==> src/dpa_defs.vh <==
`ifndef DPA_DEFS_VH
`define DPA_DEFS_VH
`define DPA_CLK_NS        20
`define DPA_ADDR_W        11
`define DPA_DATA_W        8
// slowest grade figures, in ns
`define DPA_T_WP_NS       55
`define DPA_T_WZ_NS       40
`define DPA_T_DW_NS       40
`define DPA_T_AS_NS       20
`define DPA_T_BUSY_NS     50
`define DPA_T_WH_NS       20
`define DPA_T_WDD_NS      120
`define DPA_T_BDD_NS      65
`define DPA_T_RD_NS       100
// least times round up to whole cycles
`define DPA_CYC(ns)       (((ns) + `DPA_CLK_NS - 1) / `DPA_CLK_NS)
`define DPA_N_SETUP       `DPA_CYC(`DPA_T_AS_NS + `DPA_T_BUSY_NS)
`define DPA_N_WZ          `DPA_CYC(`DPA_T_WZ_NS)
`define DPA_N_WP          `DPA_CYC(`DPA_T_WP_NS)
`define DPA_N_DW          `DPA_CYC(`DPA_T_DW_NS)
`define DPA_N_WH          `DPA_CYC(`DPA_T_WH_NS)
`define DPA_N_RD          `DPA_CYC(`DPA_T_RD_NS + `DPA_T_BDD_NS)
`define DPA_CNT_W         4
`endif

==> src/dpa_port.v <==
`timescale 1ns/1ps
`default_nettype none
`include "dpa_defs.vh"
// one host port sequencer: drives select, strobe, address and data pins
module dpa_port (
    input  wire                     i_sys_clk,
    input  wire                     i_nrst,
    input  wire                     i_req,      // start an access, sampled only in idle; drop it once select is low
    input  wire                     i_wr,       // 1 write, 0 read
    input  wire [`DPA_ADDR_W-1:0]   i_addr,
    input  wire [`DPA_DATA_W-1:0]   i_wdata,
    input  wire                     i_block_n,  // busy flag from the device, low = blocked
    input  wire [`DPA_DATA_W-1:0]   i_dq_in,
    output reg                      o_sel_n,
    output reg                      o_we_n,
    output reg                      o_oe_n,
    output reg  [`DPA_ADDR_W-1:0]   o_addr,
    output reg  [`DPA_DATA_W-1:0]   o_dq_out,
    output reg                      o_dq_oe_n,  // low while driving data
    output reg  [`DPA_DATA_W-1:0]   o_rdata,
    output reg                      o_done,     // one-cycle pulse
    output reg                      o_blocked   // pulse: access saw busy
);
    // one-hot states
    localparam [5:0] S_IDLE = 6'h01, S_SETUP = 6'h02, S_WZ = 6'h04,
                     S_PULSE = 6'h08, S_HOLD = 6'h10, S_READ = 6'h20;
    reg [5:0]            state_r;
    reg [`DPA_CNT_W-1:0] cnt_r;      // cycles left in current phase
    reg                  saw_blk_r;  // busy seen during this access

    // load a phase length
    function [`DPA_CNT_W-1:0] len;
        input integer n;
        len = n[`DPA_CNT_W-1:0];
    endfunction

    // main sequencer
    always @(posedge i_sys_clk) begin
        if (!i_nrst) begin
            state_r   <= S_IDLE;
            cnt_r     <= {`DPA_CNT_W{1'b0}};
            saw_blk_r <= 1'b0;
            o_sel_n   <= 1'b1;
            o_we_n    <= 1'b1;
            o_oe_n    <= 1'b1;
            o_addr    <= {`DPA_ADDR_W{1'b0}};
            o_dq_out  <= {`DPA_DATA_W{1'b0}};
            o_dq_oe_n <= 1'b1;
            o_rdata   <= {`DPA_DATA_W{1'b0}};
            o_done    <= 1'b0;
            o_blocked <= 1'b0;
        end else begin
            o_done    <= 1'b0;
            o_blocked <= 1'b0;
            case (state_r)
                S_IDLE: begin
                    if (i_req) begin
                        o_addr    <= i_addr;
                        o_dq_out  <= i_wdata;
                        o_sel_n   <= 1'b0;
                        // oe kept high on writes so outputs never fight us
                        o_oe_n    <= i_wr;
                        saw_blk_r <= 1'b0;
                        cnt_r     <= len(`DPA_N_SETUP);
                        state_r   <= S_SETUP;
                    end
                end
                S_SETUP: begin
                    // busy settles first: address and select stand before strobe
                    if (cnt_r > 1) begin
                        cnt_r <= cnt_r - 1'b1;
                    end else if (o_oe_n) begin
                        o_we_n  <= 1'b0;
                        cnt_r   <= len(`DPA_N_WZ);
                        state_r <= S_WZ;
                    end else begin
                        cnt_r   <= len(`DPA_N_RD);
                        state_r <= S_READ;
                    end
                end
                S_WZ: begin
                    if (cnt_r > 1) begin
                        cnt_r <= cnt_r - 1'b1;
                    end else begin
                        o_dq_oe_n <= 1'b0;
                        cnt_r     <= len(`DPA_N_WP);
                        state_r   <= S_PULSE;
                    end
                end
                S_PULSE: begin
                    if (!i_block_n) begin
                        saw_blk_r <= 1'b1;
                    end
                    if (!i_block_n) begin
                        cnt_r <= len(`DPA_N_WH);
                    end else if (cnt_r > 1) begin
                        cnt_r <= cnt_r - 1'b1;
                    end else begin
                        o_we_n  <= 1'b1;
                        cnt_r   <= len(1);
                        state_r <= S_HOLD;
                    end
                end
                S_HOLD: begin
                    // data held one cycle past strobe rise, then release
                    o_dq_oe_n <= 1'b1;
                    o_sel_n   <= 1'b1;
                    o_done    <= 1'b1;
                    o_blocked <= saw_blk_r;
                    state_r   <= S_IDLE;
                end
                S_READ: begin
                    // wait out busy plus data delay
                    if (!i_block_n) begin
                        saw_blk_r <= 1'b1;
                        cnt_r     <= len(`DPA_N_RD);
                    end else if (cnt_r > 1) begin
                        cnt_r <= cnt_r - 1'b1;
                    end else begin
                        o_rdata   <= i_dq_in;
                        o_sel_n   <= 1'b1;
                        o_oe_n    <= 1'b1;
                        o_done    <= 1'b1;
                        o_blocked <= saw_blk_r;
                        state_r   <= S_IDLE;
                    end
                end
                default: begin
                    state_r <= S_IDLE;
                end
            endcase
        end
    end
endmodule
`default_nettype wire

==> src/dpa_host.v <==
`timescale 1ns/1ps
`default_nettype none
`include "dpa_defs.vh"
// two independent hosts for the left and right ports of the dual-port ram
module dpa_host (
    input  wire                     i_sys_clk,
    input  wire                     i_nrst,
    input  wire                     i_l_req,
    input  wire                     i_l_wr,
    input  wire [`DPA_ADDR_W-1:0]   i_l_addr,
    input  wire [`DPA_DATA_W-1:0]   i_l_wdata,
    input  wire                     i_left_block_flag_n,
    input  wire [`DPA_DATA_W-1:0]   i_l_dq,
    output wire                     o_l_sel_n,
    output wire                     o_l_we_n,
    output wire                     o_l_oe_n,
    output wire [`DPA_ADDR_W-1:0]   o_l_addr,
    output wire [`DPA_DATA_W-1:0]   o_l_dq,
    output wire                     o_l_dq_oe_n,
    output wire [`DPA_DATA_W-1:0]   o_l_rdata,
    output wire                     o_l_done,
    output wire                     o_l_blocked,
    input  wire                     i_r_req,
    input  wire                     i_r_wr,
    input  wire [`DPA_ADDR_W-1:0]   i_r_addr,
    input  wire [`DPA_DATA_W-1:0]   i_r_wdata,
    input  wire                     i_right_block_flag_n,
    input  wire [`DPA_DATA_W-1:0]   i_r_dq,
    output wire                     o_r_sel_n,
    output wire                     o_r_we_n,
    output wire                     o_r_oe_n,
    output wire [`DPA_ADDR_W-1:0]   o_r_addr,
    output wire [`DPA_DATA_W-1:0]   o_r_dq,
    output wire                     o_r_dq_oe_n,
    output wire [`DPA_DATA_W-1:0]   o_r_rdata,
    output wire                     o_r_done,
    output wire                     o_r_blocked
);
    // left port sequencer; all outputs come from its flip-flops
    dpa_port u_left (
        .i_sys_clk (i_sys_clk),
        .i_nrst    (i_nrst),
        .i_req     (i_l_req),
        .i_wr      (i_l_wr),
        .i_addr    (i_l_addr),
        .i_wdata   (i_l_wdata),
        .i_block_n (i_left_block_flag_n),
        .i_dq_in   (i_l_dq),
        .o_sel_n   (o_l_sel_n),
        .o_we_n    (o_l_we_n),
        .o_oe_n    (o_l_oe_n),
        .o_addr    (o_l_addr),
        .o_dq_out  (o_l_dq),
        .o_dq_oe_n (o_l_dq_oe_n),
        .o_rdata   (o_l_rdata),
        .o_done    (o_l_done),
        .o_blocked (o_l_blocked)
    );
    // right port sequencer, independent of the left
    dpa_port u_right (
        .i_sys_clk (i_sys_clk),
        .i_nrst    (i_nrst),
        .i_req     (i_r_req),
        .i_wr      (i_r_wr),
        .i_addr    (i_r_addr),
        .i_wdata   (i_r_wdata),
        .i_block_n (i_right_block_flag_n),
        .i_dq_in   (i_r_dq),
        .o_sel_n   (o_r_sel_n),
        .o_we_n    (o_r_we_n),
        .o_oe_n    (o_r_oe_n),
        .o_addr    (o_r_addr),
        .o_dq_out  (o_r_dq),
        .o_dq_oe_n (o_r_dq_oe_n),
        .o_rdata   (o_r_rdata),
        .o_done    (o_r_done),
        .o_blocked (o_r_blocked)
    );
endmodule
`default_nettype wire

==> config.mk <==
export PLATFORM = sky130hd
export DESIGN_NAME = dpa_host
export DESIGN_NICKNAME = d
export VERILOG_FILES = /design/src/dpa_port.v /design/src/dpa_host.v
export VERILOG_INCLUDE_DIRS = /design/src
export SDC_FILE = /design/constraint.sdc
export NUM_CORES = 1
export LEC_CHECK = 0
export ABC_CLOCK_PERIOD_IN_PS = 2470
export CAP_MARGIN = 20
export CELL_PAD_IN_SITES_DETAIL_PLACEMENT = 1
export CELL_PAD_IN_SITES_GLOBAL_PLACEMENT = 1
export CORE_UTILIZATION = 45
export DETAILED_ROUTE_END_ITERATION = 12
export DONT_BUFFER_PORTS = 1
export PLACE_DENSITY_LB_ADDON = 0.2
export SYNTH_ARGS = -nofsm -noshare
export SYNTH_HDL_FRONTEND = slang
export SYNTH_SLANG_ARGS = --single-unit
==> constraint.sdc <==
create_clock -name i_sys_clk -period 2.47 [get_ports i_sys_clk]
set_clock_uncertainty 0.2 [all_clocks]
set_input_delay 0.247 -clock i_sys_clk [delete_from_list [all_inputs] [get_ports i_sys_clk]]
set_output_delay 0.247 -clock i_sys_clk [all_outputs]
set_load 0.005 [all_outputs]
Word-level counts from Yosys, hierarchy flattened
Index checks and enable logic that the tools add are counted.
{"block": "word_totals", "in_bits": 62, "register_bits": 88, "elab_cells": 168, "output_inout_bits": 66}
{"block": "op_classes", "n_addsub": 2, "n_eq_ne": 32, "reduce_logical": 32, "n_lt_le_gt_ge": 2, "mux": 74, "bitwise": 2}
{"cell": "6-bit two-way mux", "count": 16}
{"cell": "4-bit two-way mux", "count": 16}
{"cell": "6-bit one-hot mux with 5 select lines", "count": 2}
{"cell": "4-bit one-hot mux with 5 select lines", "count": 2}
{"cell": "2-bit != test (second input constant)", "count": 16}
{"cell": "1-bit two-way mux", "count": 24}
{"cell": "1-bit one-hot mux with 2 select lines", "count": 12}
{"cell": "3-bit AND reduction", "count": 6}
{"cell": "4-bit AND reduction", "count": 4}
{"cell": "2-bit nonzero test", "count": 8}
{"cell": "7-bit AND reduction", "count": 2}
{"cell": "6-bit by 1-bit equality test with 1-bit output (second input constant)", "count": 2}
{"cell": "6-bit by 2-bit equality test with 1-bit output (second input constant)", "count": 2}
{"cell": "6-bit by 3-bit equality test with 1-bit output (second input constant)", "count": 2}
{"cell": "6-bit by 4-bit equality test with 1-bit output (second input constant)", "count": 2}
{"cell": "6-bit by 5-bit equality test with 1-bit output (second input constant)", "count": 2}
{"cell": "6-bit equality test (second input constant)", "count": 2}
{"cell": "5-bit AND reduction", "count": 2}
{"cell": "5-bit nonzero test", "count": 2}
{"cell": "4-bit by 1-bit greater-than comparator with 1-bit output (second input constant)", "count": 2}
{"cell": "2-bit AND reduction", "count": 4}
{"cell": "4-bit by 1-bit subtractor with 4-bit output (second input constant)", "count": 2}
{"cell": "3-bit by 2-bit != test with 1-bit output (second input constant)", "count": 2}
{"cell": "1-bit one-hot mux with 3 select lines", "count": 2}
{"cell": "other kinds (4)", "count": 8}

Depth between registers and ports, before layout
{"block": "depth", "ltp_word": 4, "ltp_mapped": 9, "ltp_nobuf": 7}

Hierarchy
Synthesis repeated with hierarchy kept, for this count alone.
{"block": "hier_totals", "cells_unflattened": 488, "area_unflattened_um2": 4018.9}
{"module": "dpa_port", "instances": 2, "seq_area_each_um2": 880.8, "cells_per_inst": 244, "area_each_um2": 2009.4}

Worst setup path after synthesis
No wires, ideal clock.
{"block": "synth_timing", "kind": "reg-to-reg", "start": "register u_left.cnt_r[0]", "end": "register u_left.cnt_r[1]", "period_less_slack_ns": 2.103, "path_buffers": 0, "required_time_ns": 2.178, "t_arrival_ns": 1.811, "setup_time_ns": 0.092, "path_stages_with_launch": 8, "path_slack_ns": 0.367, "path_cell_list": "dfxtp_1 -> inv_1 -> ha_1 -> nor2_1 -> nor2_1 -> o311ai_1 -> a221oi_1 -> o32ai_1"}
{"block": "synth_via", "elab_chain_len": 4, "word_cells_on_any_way": 11, "cone_classes": "add/sub (1); order compare (1); eq/ne (1); mux (7); reduce/logical (1)"}
{"item": "start, declared", "line": "dpa_port.v:28", "rtl": "reg [`DPA_CNT_W-1:0] cnt_r;"}
{"item": "start signal, assigned", "line": "dpa_port.v:41", "rtl": "cnt_r <= {`DPA_CNT_W{1'b0}};"}
{"item": "start signal, assigned", "line": "dpa_port.v:64", "rtl": "cnt_r <= len(`DPA_N_SETUP);"}
{"item": "start signal, assigned", "line": "dpa_port.v:71", "rtl": "cnt_r <= cnt_r - 1'b1;"}
{"item": "4-bit by 1-bit subtractor with 4-bit output or 4-bit by 1-bit greater-than comparator with 1-bit output (tied branches)"}
{"item": "4-bit two-way mux, on equally long branches", "line": "dpa_port.v:117, dpa_port.v:96"}
{"item": "4-bit two-way mux, on equally long branches", "line": "dpa_port.v:114, dpa_port.v:94"}
{"item": "4-bit one-hot mux with 5 select lines", "line": "dpa_port.v:55", "rtl": "case (state_r)"}
Several ways; a longest one is shown, not always the timed one. The select of a mux whose other input is x is not followed.
A chain may end at the register's enable or synchronous reset.

Worst setup path in the final report
{"block": "layout_timing", "start": "register u_right.state_r[5]", "end": "register u_right.state_r[0]"}
{"block": "layout_via", "elab_chain_len": 3, "word_cells_on_any_way": 14, "cone_classes": "eq/ne (12); mux (1); reduce/logical (1)"}
{"item": "start, declared", "line": "dpa_port.v:27", "rtl": "reg [5:0] state_r;"}
{"item": "start signal, assigned", "line": "dpa_port.v:40", "rtl": "state_r <= S_IDLE;"}
{"item": "start signal, assigned", "line": "dpa_port.v:65", "rtl": "state_r <= S_SETUP;"}
{"item": "start signal, assigned", "line": "dpa_port.v:75", "rtl": "state_r <= S_WZ;"}
{"item": "6-bit equality test (tied with other cells)", "line": "dpa_port.v:55"}
{"item": "2-bit != test (no source line)"}
{"item": "7-bit AND reduction (no source line)"}
Several ways; a longest one is shown, not always the timed one.

==> impl_metrics.json <==
{
  "status": "completed",
  "drt_iter0_drc": 128,
  "worstPathRequired_ns": 2.58,
  "wl_um": 13070,
  "clk_path_buf_depth": 2,
  "r2r_end": "u_right.state_r[0]",
  "drive_gt1_frac": 0.1027,
  "r2r_slack_ns": 0.11,
  "syn-instance-count": 502,
  "synth_nets": 568,
  "overflow": 0,
  "setup_ws_ns": 0.1147,
  "final.fill_count": 1055,
  "grt_pass1_vias": 4183,
  "gp_congestion": 0.9242,
  "synth_top_area_frac": 0.4355,
  "synth_common_cells": "nand2_1, dfxtp_1, a21oi_1",
  "yosysWarningCount": 0,
  "start_kind": "register",
  "synth_flop_cell": "dfxtp_1",
  "yosys-top-cells-area": "dfxtp_1, nand2_1, a21oi_1, nor2_1, o21ai_0",
  "crit_type": "register to register",
  "grt_use_met1": 0.2858,
  "multiInputGateArea_um2": 2103,
  "peakVddDrop_mv": 0.3701,
  "cts_setup_buffers": 0,
  "numCtsBuffers": 9,
  "tritoncts": "done",
  "startpoint": "u_right.state_r[5]",
  "final-seq-area_um2": 1762,
  "fin_crit_sh": 0.9536,
  "busiest_layer": "met2",
  "relSlewSlack": 0.5723,
  "cts.clk_slew.worst_paths_ns": 0.09,
  "synth_edf_count": 0,
  "utilization": 0.5779,
  "remaining_drc_errors": 0,
  "syn2layout_area_growth_pct": 24.59,
  "grt_util_met2": 0.5228,
  "insertion_delay_ns": 0.36,
  "path_buf_inv": 1,
  "drv_slew": 0,
  "cp.depth": 5,
  "crit_chain": "or3b_1 -> nor4_2 -> a32oi_2 -> nand2_1 -> dlygate4sd3_1",
  "finalHoldViolations": 0,
  "cts_root_buffer": "clkbuf_8",
  "viasPerCell": 5.831,
  "synth.distinct_cells": 71,
  "portBuffers": 0,
  "tightest_slew_ns": 0.6395,
  "powerDensity_nw_per_um2": 651.5,
  "setup-violations-final": 0,
  "grtUsageMet3": 0.06864,
  "crit_family": "simple AND/OR/NAND/NOR gates",
  "seq_area_frac_synth": 0.4355,
  "worst-r2r-cell-count": 5,
  "htreeDepth": 3,
  "dr.pass1.iters": 4,
  "die_x_um": 96.81,
  "tns_ns": 0,
  "finalCriticalPeriod_ns": 2.355,
  "start_util": 0.4638,
  "cp.arrival_ns": 2.46,
  "io_pins": 128,
  "synth_largest_area_cell": "dfxtp_1",
  "netlist_area_um2": 4045,
  "nNetsFinal": 627,
  "antenna_found_initial": 1,
  "path_max_fanout": 8,
  "vias": 3930,
  "leakage_uw": 0.001857,
  "r2r-start": "u_right.state_r[5]",
  "layout.cells.non_filler": 674,
  "pre_cts_ws_ns": 0.1595,
  "die-area_um2": 9372,
  "grt_max_degree": 36,
  "max_cap_viol_count": 0,
  "grt_usage": 0.2773,
  "ant_nets": 0,
  "synth-seq-cells": 88,
  "cp-endpoint": "u_right.state_r[0]",
  "endpoint_kind": "register",
  "cts_sinks": 88,
  "async_flop_share": 0,
  "core_area_um2": 8721,
  "slowest_delay_ns": 0.54,
  "die_h_um": 96.81,
  "min_path_type": "primary input to register",
  "dp_hpwl_um": 8455,
  "fp-row-count": 34,
  "grt_pass1_wl_um": 20760,
  "place_inst": 597,
  "synth.most_common_cell": "nand2_1",
  "fmax_ghz": 0.4246,
  "cp_slowest_cell": "dlygate4sd3_1",
  "synth_area_per_cell_um2": 8.058,
  "wl_per_cell_um": 19.39
}
==> final cells by class <==
class                           instances  share of cell area
Antenna cell                            1           0.0004965
Clock buffer                            9             0.02458
Clock inverter                          6             0.02284
Inverter                               14             0.01043
Multi-Input combinational cell        369              0.4173
Sequential cell                        88              0.3496
Tap cell                              108             0.02681
Timing Repair Buffer                   79              0.1480
==> state kept, by name (all words and copies together) (netlist names), 4 cells and up <==
register / count
u_right.cnt_r: 4
u_left.o_addr: 11
u_right.o_addr: 11
u_left.o_dq_out: 8
u_left.state_r: 6
u_right.state_r: 6
u_right.o_rdata: 8
u_left.cnt_r: 4
u_left.o_rdata: 8
u_right.o_dq_out: 8
==> layer usage <==
layer / share of wire / wire, um / vias up
li1: - / - / 1869
met3: 0.050 / 658 / 35
met4: 0.033 / 429 / 0
met2: 0.53 / 6921 / 129
met5: 0 / 0 / -
met1: 0.39 / 5059 / 1897
==> cells by family after synthesis <==
group           share of synthesized area
mux                              0.004949
flops                              0.4355
xor+xnor                          0.01299
fa+ha+maj                         0.01237
compound gates                     0.2153
simple gates                       0.2648
buf+inv                           0.05413
==> power breakdown <==
| part | switching (uW) | leakage (uW) | internal (uW) |
|---|---|---|---|
| Combinational | 281 | 0.00102 | 216 |
| Sequential | 78.7 | 0.000717 | 1490 |
| Clock | 544 | 0.000116 | 674 |
==> how the worst min path moves through the flow <==
stage / start / end / slack [ns] / cells past startpoint
after detailed placement: i_nrst / u_right.o_oe_n / 0.12 / 1
after global routing: i_nrst / u_left.o_dq_oe_n / 0.005 / 2
final: i_nrst / u_left.o_dq_oe_n / 0.006 / 2
after CTS: i_nrst / u_left.o_dq_oe_n / 0.003 / 2
after global placement: i_nrst / u_right.o_oe_n / 0.12 / 1
after floorplan: i_r_wr / u_right.o_oe_n / 0.16 / 2
==> timing repair <==
action / CTS / global route
hold buffers: 61 / 0
gates resized for setup: 0 / 7
setup endpoints to repair: 0 / 6
hold endpoints to repair: 70 / 0
==> worst register-to-register path: stages, from the launching register on <==
cell	delay (ns)
dfxtp_1	0.49
or3b_1	0.45
nor4_2	0.40
a32oi_2	0.13
nand2_1	0.09
dlygate4sd3_1	0.54
==> stage by stage <==
stage / total power [uW] / instance area, um2 / hold slack [ns]
floorplan: 1879 / 4045 / 0.1640
global placement: 1977 / 4149 / 0.1151
detailed placement: 1994 / 4149 / 0.1168
CTS: 3279 / 4999 / 0.003353
global route: 3403 / 5040 / 0.005428
finish: 3284 / 5040 / 0.006061
==> placed cells by master (no fill, tap or decap), drive strengths merged, types with 4 or more instances in the layout <==
| cell | instances |
|---|---|
| or2 | 9 |
| o21ai | 17 |
| buf | 18 |
| nor2b | 4 |
| dlygate4sd3 | 61 |
| nand2b | 6 |
| nand3 | 9 |
| o211a | 4 |
| nor4 | 4 |
| dfxtp | 88 |
| a211o | 5 |
| inv | 16 |
| a21oi | 69 |
| or4 | 4 |
| clkbuf | 9 |
| nor3 | 13 |
| nand2 | 124 |
| ha | 4 |
| and3 | 4 |
| o311ai | 4 |
| nor2 | 24 |
(Power assumes the default switching activity.)
